--- src/core/nlse_pkg.sv ---
`default_nettype none
package nlse_pkg;

  // Register byte offsets
  localparam logic [7:0] OFS_CMD = 8'h00;
  localparam logic [7:0] OFS_OPA = 8'h04;
  localparam logic [7:0] OFS_OPB = 8'h08;
  localparam logic [7:0] OFS_PTR = 8'h0c;
  localparam logic [7:0] OFS_RES_LO = 8'h10;
  localparam logic [7:0] OFS_RES_HI = 8'h14;
  localparam logic [7:0] OFS_FLAGS = 8'h18;
  localparam logic [7:0] OFS_STATUS = 8'h1c;
  localparam logic [7:0] OFS_IRQ_STAT = 8'h20;
  localparam logic [7:0] OFS_IRQ_MASK = 8'h24;

  // Command register fields
  localparam int CMD_OP_LSB = 0;
  localparam int CMD_OP_W = 4;
  localparam int CMD_IMM32_BIT = 4;

  // Operation codes
  localparam logic [3:0] OP_MULX = 4'h0;
  localparam logic [3:0] OP_NEGD = 4'h1;
  localparam logic [3:0] OP_NEGS = 4'h2;
  localparam logic [3:0] OP_NEGW = 4'h3;
  localparam logic [3:0] OP_IDLE = 4'h4;
  localparam logic [3:0] OP_NOTQ = 4'h5;
  localparam logic [3:0] OP_NOTW = 4'h6;
  localparam logic [3:0] OP_ORI = 4'h7;
  localparam logic [3:0] OP_ORW = 4'h8;
  localparam logic [3:0] OP_PULL = 4'h9;
  localparam logic [3:0] OP_PLACE = 4'ha;

  // Flag bit positions in the flags register
  localparam int FLAG_C = 0;
  localparam int FLAG_V = 1;
  localparam int FLAG_Z = 2;
  localparam int FLAG_N = 3;
  localparam int FLAG_W = 4;

  // Status and interrupt bit positions
  localparam int STAT_BUSY = 0;
  localparam int STAT_FAULT = 1;
  localparam int IRQ_DONE = 0;
  localparam int IRQ_FAULT = 1;
  localparam int IRQ_W = 2;

  // Datapath constants
  localparam logic [31:0] SIGN_BIT32 = 32'h8000_0000;
  localparam logic [31:0] MOST_NEG32 = 32'h8000_0000;
  localparam logic [31:0] STACK_STEP = 32'h0000_0004;
  localparam int QUICK_W = 4;
  localparam int IMM16_W = 16;

endpackage : nlse_pkg
`default_nettype wire

--- src/core/nlse_core.sv ---
// Operation
// RULE_01 - Signed multiply of two words writes the full 64-bit product to the pair.
// RULE_02 - Widening multiply sets V when product exceeds one word; clears N, Z, C.
// RULE_03 - Double negate copies source with only the sign bit flipped, no trap.
// RULE_04 - Double negate of zeros and NaNs only flips the sign bit.
// RULE_05 - Single negate flips the sign bit only, zeros and NaNs included, no trap.
// RULE_06 - Word negate stores minus source; N is bit 31, Z zero, C nonzero source.
// RULE_07 - Word negate sets V exactly for the most negative source value.
// RULE_08 - Idle changes nothing and ignores its byte operand.
// RULE_09 - Quick invert zero-extends 4 bits, inverts; N set, Z V C cleared.
// RULE_10 - Word invert writes inverse; N is bit 31, Z on zero, V C cleared.
// RULE_11 - Immediate OR sign-extends a 16-bit immediate; 32-bit form used otherwise.
// RULE_12 - Register OR writes OR of both; both OR forms set N, Z, clear V, C.
// RULE_13 - Stack pull reads word at pointer into destination and adds 4.
// RULE_14 - On a pull fault the pointer stays incremented.
// RULE_15 - Stack place subtracts 4 first, then stores at the new pointer.
// RULE_16 - On a place fault the pointer stays decremented.
// RULE_17 - Float negates, idle, pull and place leave the flags unchanged.
//
// Decided for this implementation: the register offsets and the APB register port.
`timescale 1ns/1ps
`default_nettype none
module nlse_core #(
  parameter int ADDR_W = 8
) (
  // Clock and reset
  input wire logic clk_sys_i,
  input wire logic rst_i,
  // APB slave
  input wire logic psel_i,
  input wire logic penable_i,
  input wire logic pwrite_i,
  input wire logic [ADDR_W-1:0] paddr_i,
  input wire logic [31:0] pwdata_i,
  output logic [31:0] prdata_o,
  output logic pready_o,
  output logic pslverr_o,
  // Stack memory port
  output logic mem_req_o,
  output logic mem_we_o,
  output logic [31:0] mem_addr_o,
  output logic [31:0] mem_wdata_o,
  input wire logic mem_ack_i,
  input wire logic mem_fault_i,
  input wire logic [31:0] mem_rdata_i,
  // Interrupt
  output logic irq_o
);

  ////////////////////////////////////////////////////////////////////////////
  // Declarations

  typedef enum logic [1:0] {
    NLSE_IDLE,
    NLSE_EXEC,
    NLSE_MEM
  } nlse_state_t;

  nlse_state_t state_reg;
  logic [3:0] op_reg;
  logic imm32_reg;
  logic [31:0] opa_reg;
  logic [31:0] opb_reg;
  logic [31:0] ptr_reg;
  logic [31:0] res_lo_reg;
  logic [31:0] res_hi_reg;
  logic [nlse_pkg::FLAG_W-1:0] flags_reg;
  logic [nlse_pkg::FLAG_W-1:0] flags_next;
  logic fault_reg;
  logic [nlse_pkg::IRQ_W-1:0] irq_stat_reg;
  logic [nlse_pkg::IRQ_W-1:0] irq_mask_reg;
  logic [nlse_pkg::IRQ_W-1:0] irq_set;
  logic [31:0] prdata_reg;
  logic mem_we_reg;
  logic [31:0] mem_addr_reg;
  logic [31:0] mem_wdata_reg;

  logic [ADDR_W-1:0] ofs;
  logic setup_rd;
  logic acc;
  logic wr_en;
  logic mapped;
  logic busy;
  logic start;
  logic exec_now;
  logic mem_done;
  logic mem_flt;
  logic [31:0] rd_mux;

  logic [63:0] prod;
  logic [31:0] src_ext;
  logic [31:0] res_lo_next;
  logic [31:0] res_hi_next;
  logic writes_res;

  ////////////////////////////////////////////////////////////////////////////
  // APB decode

  assign ofs = paddr_i;
  assign setup_rd = psel_i && !penable_i && !pwrite_i;
  assign acc = psel_i && penable_i;
  assign wr_en = acc && pwrite_i && mapped;
  assign busy = (state_reg != NLSE_IDLE);
  assign start = wr_en && !busy && (ofs == ADDR_W'(nlse_pkg::OFS_CMD));
  assign exec_now = (state_reg == NLSE_EXEC);
  assign mem_done = (state_reg == NLSE_MEM) && mem_ack_i && !mem_fault_i;
  assign mem_flt = (state_reg == NLSE_MEM) && mem_fault_i;

  always_comb begin
    mapped = 1'b1;
    rd_mux = 32'h0000_0000;
    case (ofs)
      ADDR_W'(nlse_pkg::OFS_CMD): begin
        rd_mux[nlse_pkg::CMD_OP_LSB +: nlse_pkg::CMD_OP_W] = op_reg;
        rd_mux[nlse_pkg::CMD_IMM32_BIT] = imm32_reg;
      end
      ADDR_W'(nlse_pkg::OFS_OPA): rd_mux = opa_reg;
      ADDR_W'(nlse_pkg::OFS_OPB): rd_mux = opb_reg;
      ADDR_W'(nlse_pkg::OFS_PTR): rd_mux = ptr_reg;
      ADDR_W'(nlse_pkg::OFS_RES_LO): rd_mux = res_lo_reg;
      ADDR_W'(nlse_pkg::OFS_RES_HI): rd_mux = res_hi_reg;
      ADDR_W'(nlse_pkg::OFS_FLAGS): rd_mux[nlse_pkg::FLAG_W-1:0] = flags_reg;
      ADDR_W'(nlse_pkg::OFS_STATUS): begin
        rd_mux[nlse_pkg::STAT_BUSY] = busy;
        rd_mux[nlse_pkg::STAT_FAULT] = fault_reg;
      end
      ADDR_W'(nlse_pkg::OFS_IRQ_STAT): rd_mux[nlse_pkg::IRQ_W-1:0] = irq_stat_reg;
      ADDR_W'(nlse_pkg::OFS_IRQ_MASK): rd_mux[nlse_pkg::IRQ_W-1:0] = irq_mask_reg;
      default: mapped = 1'b0;
    endcase
  end

  // Read data latched at the setup edge; no wait state
  always_ff @(posedge clk_sys_i) begin
    if (rst_i) begin
      prdata_reg <= 32'h0000_0000;
    end else if (setup_rd) begin
      prdata_reg <= rd_mux;
    end
  end

  assign prdata_o = prdata_reg;
  assign pready_o = acc;
  assign pslverr_o = acc && !mapped;

  ////////////////////////////////////////////////////////////////////////////
  // Command and operand registers

  always_ff @(posedge clk_sys_i) begin
    if (rst_i) begin
      op_reg <= nlse_pkg::OP_IDLE;
      imm32_reg <= 1'b0;
    end else if (start) begin
      op_reg <= pwdata_i[nlse_pkg::CMD_OP_LSB +: nlse_pkg::CMD_OP_W];
      imm32_reg <= pwdata_i[nlse_pkg::CMD_IMM32_BIT];
    end
  end

  // Operands are frozen while a command runs
  always_ff @(posedge clk_sys_i) begin
    if (rst_i) begin
      opa_reg <= 32'h0000_0000;
      opb_reg <= 32'h0000_0000;
    end else if (wr_en && !busy) begin
      if (ofs == ADDR_W'(nlse_pkg::OFS_OPA)) begin
        opa_reg <= pwdata_i;
      end
      if (ofs == ADDR_W'(nlse_pkg::OFS_OPB)) begin
        opb_reg <= pwdata_i;
      end
    end
  end

  ////////////////////////////////////////////////////////////////////////////
  // Sequencer

  always_ff @(posedge clk_sys_i) begin
    if (rst_i) begin
      state_reg <= NLSE_IDLE;
    end else begin
      case (state_reg)
        NLSE_IDLE: begin
          if (start) begin
            state_reg <= NLSE_EXEC;
          end
        end
        // Stack ops go on to wait for the memory answer
        NLSE_EXEC: begin
          if (op_reg == nlse_pkg::OP_PULL || op_reg == nlse_pkg::OP_PLACE) begin
            state_reg <= NLSE_MEM;
          end else begin
            state_reg <= NLSE_IDLE;
          end
        end
        NLSE_MEM: begin
          if (mem_done || mem_flt) begin
            state_reg <= NLSE_IDLE;
          end
        end
        default: state_reg <= NLSE_IDLE;
      endcase
    end
  end

  ////////////////////////////////////////////////////////////////////////////
  // Datapath

  assign prod = $signed(opa_reg) * $signed(opb_reg); // see RULE_01

  // Immediate: 16-bit form sign-extended, otherwise the whole word
  assign src_ext = imm32_reg ? opa_reg :
    {{(32 - nlse_pkg::IMM16_W){opa_reg[nlse_pkg::IMM16_W-1]}},
     opa_reg[nlse_pkg::IMM16_W-1:0]}; // see RULE_11

  // Results and flags for the op held in op_reg
  always_comb begin
    res_lo_next = res_lo_reg;
    res_hi_next = res_hi_reg;
    writes_res = 1'b1;
    flags_next = flags_reg; // see RULE_17
    case (op_reg)
      nlse_pkg::OP_MULX: begin
        res_lo_next = prod[31:0]; // see RULE_01
        res_hi_next = prod[63:32];
        // V when the high word is not the sign copy of the low word
        flags_next = '0; // see RULE_02
        flags_next[nlse_pkg::FLAG_V] = (prod[63:32] != {32{prod[31]}}); // see RULE_02
      end
      nlse_pkg::OP_NEGD: begin
        // Low word in opa, high word with sign in opb; no arithmetic
        res_lo_next = opa_reg; // see RULE_03
        res_hi_next = opb_reg ^ nlse_pkg::SIGN_BIT32; // see RULE_04
      end
      nlse_pkg::OP_NEGS: begin
        res_lo_next = opa_reg ^ nlse_pkg::SIGN_BIT32; // see RULE_05
      end
      nlse_pkg::OP_NEGW: begin
        res_lo_next = 32'h0000_0000 - opa_reg; // see RULE_06
        flags_next[nlse_pkg::FLAG_N] = res_lo_next[31];
        flags_next[nlse_pkg::FLAG_Z] = (res_lo_next == 32'h0000_0000);
        flags_next[nlse_pkg::FLAG_C] = (opa_reg != 32'h0000_0000); // see RULE_06
        flags_next[nlse_pkg::FLAG_V] = (opa_reg == nlse_pkg::MOST_NEG32); // see RULE_07
      end
      nlse_pkg::OP_NOTQ: begin
        res_lo_next = ~{{(32 - nlse_pkg::QUICK_W){1'b0}},
                        opa_reg[nlse_pkg::QUICK_W-1:0]}; // see RULE_09
        flags_next = '0;
        flags_next[nlse_pkg::FLAG_N] = 1'b1; // see RULE_09
      end
      nlse_pkg::OP_NOTW: begin
        res_lo_next = ~opa_reg; // see RULE_10
        flags_next = '0;
        flags_next[nlse_pkg::FLAG_N] = res_lo_next[31];
        flags_next[nlse_pkg::FLAG_Z] = (res_lo_next == 32'h0000_0000); // see RULE_10
      end
      nlse_pkg::OP_ORI, nlse_pkg::OP_ORW: begin
        if (op_reg == nlse_pkg::OP_ORI) begin
          res_lo_next = opb_reg | src_ext; // see RULE_11
        end else begin
          res_lo_next = opb_reg | opa_reg; // see RULE_12
        end
        flags_next = '0;
        flags_next[nlse_pkg::FLAG_N] = res_lo_next[31];
        flags_next[nlse_pkg::FLAG_Z] = (res_lo_next == 32'h0000_0000); // see RULE_12
      end
      default: begin
        // Idle, pull and place: nothing here; byte operand ignored
        writes_res = 1'b0; // see RULE_08
      end
    endcase
  end

  // Register ops load at execute; a pull loads on the memory answer
  always_ff @(posedge clk_sys_i) begin
    if (rst_i) begin
      res_lo_reg <= 32'h0000_0000;
      res_hi_reg <= 32'h0000_0000;
    end else if (exec_now && writes_res) begin
      res_lo_reg <= res_lo_next;
      res_hi_reg <= res_hi_next;
    end else if (mem_done && op_reg == nlse_pkg::OP_PULL) begin
      res_lo_reg <= mem_rdata_i; // see RULE_13
    end
  end

  // Software may preset the flags while idle
  always_ff @(posedge clk_sys_i) begin
    if (rst_i) begin
      flags_reg <= '0;
    end else if (exec_now) begin
      flags_reg <= flags_next; // see RULE_17
    end else if (wr_en && !busy && ofs == ADDR_W'(nlse_pkg::OFS_FLAGS)) begin
      flags_reg <= pwdata_i[nlse_pkg::FLAG_W-1:0];
    end
  end

  ////////////////////////////////////////////////////////////////////////////
  // Stack pointer and memory port

  // Pointer moves before the access, so a fault leaves it moved
  always_ff @(posedge clk_sys_i) begin
    if (rst_i) begin
      ptr_reg <= 32'h0000_0000;
    end else if (exec_now && op_reg == nlse_pkg::OP_PULL) begin
      ptr_reg <= ptr_reg + nlse_pkg::STACK_STEP; // see RULE_13, RULE_14
    end else if (exec_now && op_reg == nlse_pkg::OP_PLACE) begin
      ptr_reg <= ptr_reg - nlse_pkg::STACK_STEP; // see RULE_15, RULE_16
    end else if (wr_en && !busy && ofs == ADDR_W'(nlse_pkg::OFS_PTR)) begin
      ptr_reg <= pwdata_i;
    end
  end

  always_ff @(posedge clk_sys_i) begin
    if (rst_i) begin
      mem_we_reg <= 1'b0;
      mem_addr_reg <= 32'h0000_0000;
      mem_wdata_reg <= 32'h0000_0000;
    end else if (exec_now && op_reg == nlse_pkg::OP_PULL) begin
      mem_we_reg <= 1'b0;
      mem_addr_reg <= ptr_reg; // see RULE_13
    end else if (exec_now && op_reg == nlse_pkg::OP_PLACE) begin
      mem_we_reg <= 1'b1;
      mem_addr_reg <= ptr_reg - nlse_pkg::STACK_STEP; // see RULE_15
      mem_wdata_reg <= opa_reg;
    end
  end

  // Request stays up until ack or fault
  assign mem_req_o = (state_reg == NLSE_MEM);
  assign mem_we_o = mem_we_reg;
  assign mem_addr_o = mem_addr_reg;
  assign mem_wdata_o = mem_wdata_reg;

  // Last command faulted; cleared by the next start
  always_ff @(posedge clk_sys_i) begin
    if (rst_i) begin
      fault_reg <= 1'b0;
    end else if (mem_flt) begin
      fault_reg <= 1'b1; // see RULE_14, RULE_16
    end else if (start) begin
      fault_reg <= 1'b0;
    end
  end

  ////////////////////////////////////////////////////////////////////////////
  // Interrupts

  // Done at execute for register ops, on the answer for stack ops
  assign irq_set[nlse_pkg::IRQ_DONE] = (exec_now && !(op_reg == nlse_pkg::OP_PULL ||
    op_reg == nlse_pkg::OP_PLACE)) || mem_done;
  assign irq_set[nlse_pkg::IRQ_FAULT] = mem_flt;

  // Set wins over a write-one clear in the same cycle
  always_ff @(posedge clk_sys_i) begin
    if (rst_i) begin
      irq_stat_reg <= '0;
    end else if (wr_en && ofs == ADDR_W'(nlse_pkg::OFS_IRQ_STAT)) begin
      irq_stat_reg <= (irq_stat_reg & ~pwdata_i[nlse_pkg::IRQ_W-1:0]) | irq_set;
    end else begin
      irq_stat_reg <= irq_stat_reg | irq_set;
    end
  end

  always_ff @(posedge clk_sys_i) begin
    if (rst_i) begin
      irq_mask_reg <= '0;
    end else if (wr_en && ofs == ADDR_W'(nlse_pkg::OFS_IRQ_MASK)) begin
      irq_mask_reg <= pwdata_i[nlse_pkg::IRQ_W-1:0];
    end
  end

  assign irq_o = |(irq_stat_reg & irq_mask_reg);

endmodule : nlse_core
`default_nettype wire

--- config.mk ---
export PLATFORM = sky130hd
export DESIGN_NAME = nlse_core
export DESIGN_NICKNAME = d
export VERILOG_FILES = /design/src/core/nlse_pkg.sv /design/src/core/nlse_core.sv
export SDC_FILE = /design/constraint.sdc
export NUM_CORES = 2
export LEC_CHECK = 0
export BUFFER_PORTS_ARGS = -buffer_cell sky130_fd_sc_hd__buf_2
export CAP_MARGIN = 5
export CORE_AREA = 2 2 318 320
export CTS_CLUSTER_SIZE = 12
export DETAILED_ROUTE_END_ITERATION = 10
export DIE_AREA = 0 0 320 322
export HOLD_SLACK_MARGIN = 0.05
export PLACE_DENSITY = 0.67
export SETUP_SLACK_MARGIN = 0.1
export SYNTH_ARGS = -nofsm -noshare
export SYNTH_HDL_FRONTEND = slang
export SYNTH_SLANG_ARGS = --single-unit
--- constraint.sdc ---
create_clock -name clk_sys_i -period 13.3 [get_ports clk_sys_i]
set_input_delay 1.995 -clock clk_sys_i [delete_from_list [all_inputs] [get_ports clk_sys_i]]
set_output_delay 1.995 -clock clk_sys_i [all_outputs]
set_load 0.05 [all_outputs]
==> flow_summary_export.csv <==
group,metric,value,unit
placement,io_buffers,179,
synth,syn_inst,6188,
setup_path,rrSetupSlack,2.72,ns
clock_tree,cts.sinks,273,
setup_path,worstSetupStartpointType,"flip-flop",
drt,wl_per_cell,26.6,µm
worst_hold_path,holdPathEnd,"mem_addr_o[1]$_SDFFE_PP0P_",
synth,synth_edf_count,0,
grt,grt_max_degree,110,
floorplanning,start_util,52.7,%
synth,synth_nets,7538,
drt,vias,45700,
drt,drt_first_pass_iters,8,
floorplanning,die_area,0.103,mm²
clock_tree,postCtsSetupRepairBufs,0,
floorplanning,rows,116,
sta,relSlewSlack,8.93,%
cells_and_area,final_cell_mix,"fa_1 (1,082), inv_1 (955), nand2_1 (939), and2_1 (528), a21oi_1 (336)",
floorplanning,core_area,0.0996,mm²
worst_hold_path,min_from,"mem_addr_o[1]$_SDFFE_PP0P_",
sta,finalHoldViolCount,0,
cells_and_area,drive_gt1_share,7.00,%
setup_path,end_kind,"flip-flop",
grt,grt_pass1_vias,46900,
floorplanning,ios,180,
run_status,status,"finished clean",
clock_tree,htreeDepth,1,
setup_path,r2r_start,"opb_reg[4]$_SDFFE_PP0P_",
clock_tree,cts-root-buf,"clkbuf_16",
clock_tree,holdBufCountCts,0,
sta,finClkSkew,0.0183,ns
clock_tree,clockBufferDepth,3,
floorplanning,dieHeight,322,µm
synth,ys_seq_elements,273,
cells_and_area,stdcell_area,0.0552,mm²
cells_and_area,final_common_cell,"fa_1",
setup_path,timing_worst_setup_path_type,"reg -> reg",
setup_path,reg2reg_to,"flags_reg[1]$_SDFFE_PP0P_",
sta,hold_slack,0.451,ns
placement,finalWeightedCongestion,1.06,
setup_path,worst-path-buf-inv,5,
sta,worst_pin_slew,1.37,ns
sta,timing.final.crit_share,79.5,%
synth,ys_types,88,
setup_path,worst_r2r_path_depth,26,
grt,grtUsageTotal,38.3,%
synth,synth_warnings,0,
synth,synth-async-reset-ratio,0,%
synth,synthFlopType,"dfxtp_1",
worst_hold_path,min_path_type,"reg -> reg",
drt,ant_nets,0,
synth,synth_area_per_cell,8.48,µm²
setup_path,slowest_stage,"fa_1",
setup_path,crit_fanout,37,
cells_and_area,fillerInstances,9224,
clock_tree,cts_tree,"yes",
pwr,p_per_area,33.4,mW/mm²
sta,setup_viol,0,
setup_path,cp.required,13.79,ns
floorplanning,die_w,320,µm
run,maxCapViolations,0,
drt,routed_wl,195000,µm
cells_and_area,area_growth_syn_to_layout,5.10,%
pwr,peakVddDrop,0.0868,mV
drt,via_per_inst,6.22,
placement,hpwl,146000,µm
setup_path,crit_top_cell,"fa_1",
clock_tree,cts_resized,0,
setup_path,critical_path.max_stage_delay,0.99,ns
setup_path,cp.arrival,11.07,ns
clock_tree,clock_latency,0.63,ns
worst_hold_path,worstHoldPathCells,2,
drt,drc_errors,0,
sta,fin_crit,10.58,ns
pwr,finalPower,0.00184,W
sta,grt_setup_unrepaired,"no",
sta,fin_tns_setup,0,ns
setup_path,cp_top_family,"adder cells",
placement,placed_cell_area,0.0541,mm²
clock_tree,clk_pin_slew_worst_paths,0.07,ns
sta,final_max_slew_viol_count,0,
grt,grt_pass1_wl,296000,µm
grt,grt-ovfl-total,0,
grt,antenna_found_initial,15,
clock_tree,cts_inserted_buffers,31,
synth,seq_area_frac_synth,10.4,%
sta,max_freq,0.0945,GHz
synth,netlist_area,0.0525,mm²
cells_and_area,layout.nets,7369,
pwr,leakagePower,26.2,nW
drt,drt_iter0_markers,5547,
-- cell type report --
class | instances | area, µm² | share of cell area [%]
Multi-Input combinational cell | 4466 | 41600 | 75.5
Sequential cell | 273 | 5510 | 9.98
Inverter | 956 | 3590 | 6.50
Timing Repair Buffer | 291 | 1750 | 3.16
Tap cell | 1298 | 1620 | 2.94
Clock buffer | 42 | 867 | 1.57
Clock inverter | 12 | 188 | 0.340
Antenna cell | 6 | 15.0 | 0.0272
-- how the worst max path moves through the flow --
stage | startpoint | end | slack (ns) | cells past startpoint
after floorplan | opa_reg[31]$_SDFFE_PP0P_ | flags_reg[1]$_SDFFE_PP0P_ | 4.35 | 32
after global placement | opb_reg[4]$_SDFFE_PP0P_ | flags_reg[1]$_SDFFE_PP0P_ | 3.12 | 26
after detailed placement | opb_reg[4]$_SDFFE_PP0P_ | flags_reg[1]$_SDFFE_PP0P_ | 2.85 | 26
after CTS | opb_reg[4]$_SDFFE_PP0P_ | flags_reg[1]$_SDFFE_PP0P_ | 2.83 | 26
after global routing | opb_reg[4]$_SDFFE_PP0P_ | flags_reg[1]$_SDFFE_PP0P_ | 2.33 | 26
final | opb_reg[4]$_SDFFE_PP0P_ | flags_reg[1]$_SDFFE_PP0P_ | 2.72 | 26
-- kinds of logic after synthesis --
family	count (synthesis)	share of synthesized area [%]
muxes	21	0.405
DFF	273	10.4
adders and majority gates	1271	45.8
AOI/OAI and AO/OA	964	12.0
and+or+nand+nor	2102	19.2
xor gates and xnor gates	108	1.80
buffers and inverters	1449	10.4
-- worst min-delay path, cell delays in order, from the launching register on --
cell	delay, ns
dfxtp_1	0.31
nand2_1	0.05
a21oi_1	0.05
-- power breakdown --
part	total, W	switching (W)	internal [W]
Clock	0.000931	0.000397	0.000533
Sequential	0.000827	0.00000457	0.000822
Combinational	0.0000879	0.0000672	0.0000206
Total	0.00184	0.000469	0.00138
-- Yosys cell counts, types with 7 or more instances --
master,number,area [µm²]
a2111oi_0,13,114
a211o_1,10,87.6
a211oi_1,89,668
a21o_1,32,240
a21oi_1,337,1690
a221oi_1,49,429
a222oi_1,30,300
a22o_1,7,61.3
a22oi_1,33,248
a311oi_1,22,193
a31oi_1,23,144
a32oi_1,8,70.1
and2_1,528,3300
and3_1,32,200
and4_1,8,70.1
buf_1,34,128
buf_2,11,55.1
clkbuf_1,447,1680
dfxtp_1,273,5470
fa_1,1082,21700
ha_1,189,2360
inv_1,955,3580
mux2i_1,19,190
nand2_1,939,3520
nand2b_1,22,138
nand3_1,43,215
nand3b_1,10,75.1
nand4_1,43,269
nor2_1,294,1100
nor2b_1,16,100
nor3_1,64,320
nor4_1,33,206
o211a_1,7,70.1
o211ai_1,20,150
o21a_1,18,135
o21ai_0,163,816
o21bai_1,10,75.1
o221ai_1,13,114
o22ai_1,13,81.3
o31ai_1,8,60.1
or2_2,7,43.8
or3_1,25,156
or4_1,11,82.6
xnor2_1,64,561
xor2_1,44,385
-- per-stage QoR --
step           setup WS [ns]  instances  utilization, %
6_report                2.72       7344            55.4
5_1_grt                 2.33       7338            55.4
4_1_cts                 2.83       7338            55.4
3_5_place_dp            2.85       7284            54.4
3_3_place_gp            3.12       7284            54.4
2_1_floorplan           4.35       6188               -
-- per-layer routing --
layer	share of wire (%)	wire, µm	GRT usage (%)
met5	0.024	47	0
met1	37	73100	49.4
met4	6.4	12400	19.9
met3	12	22800	10.2
met2	44	86700	59.5
Power figures use the tool's default switching activity.
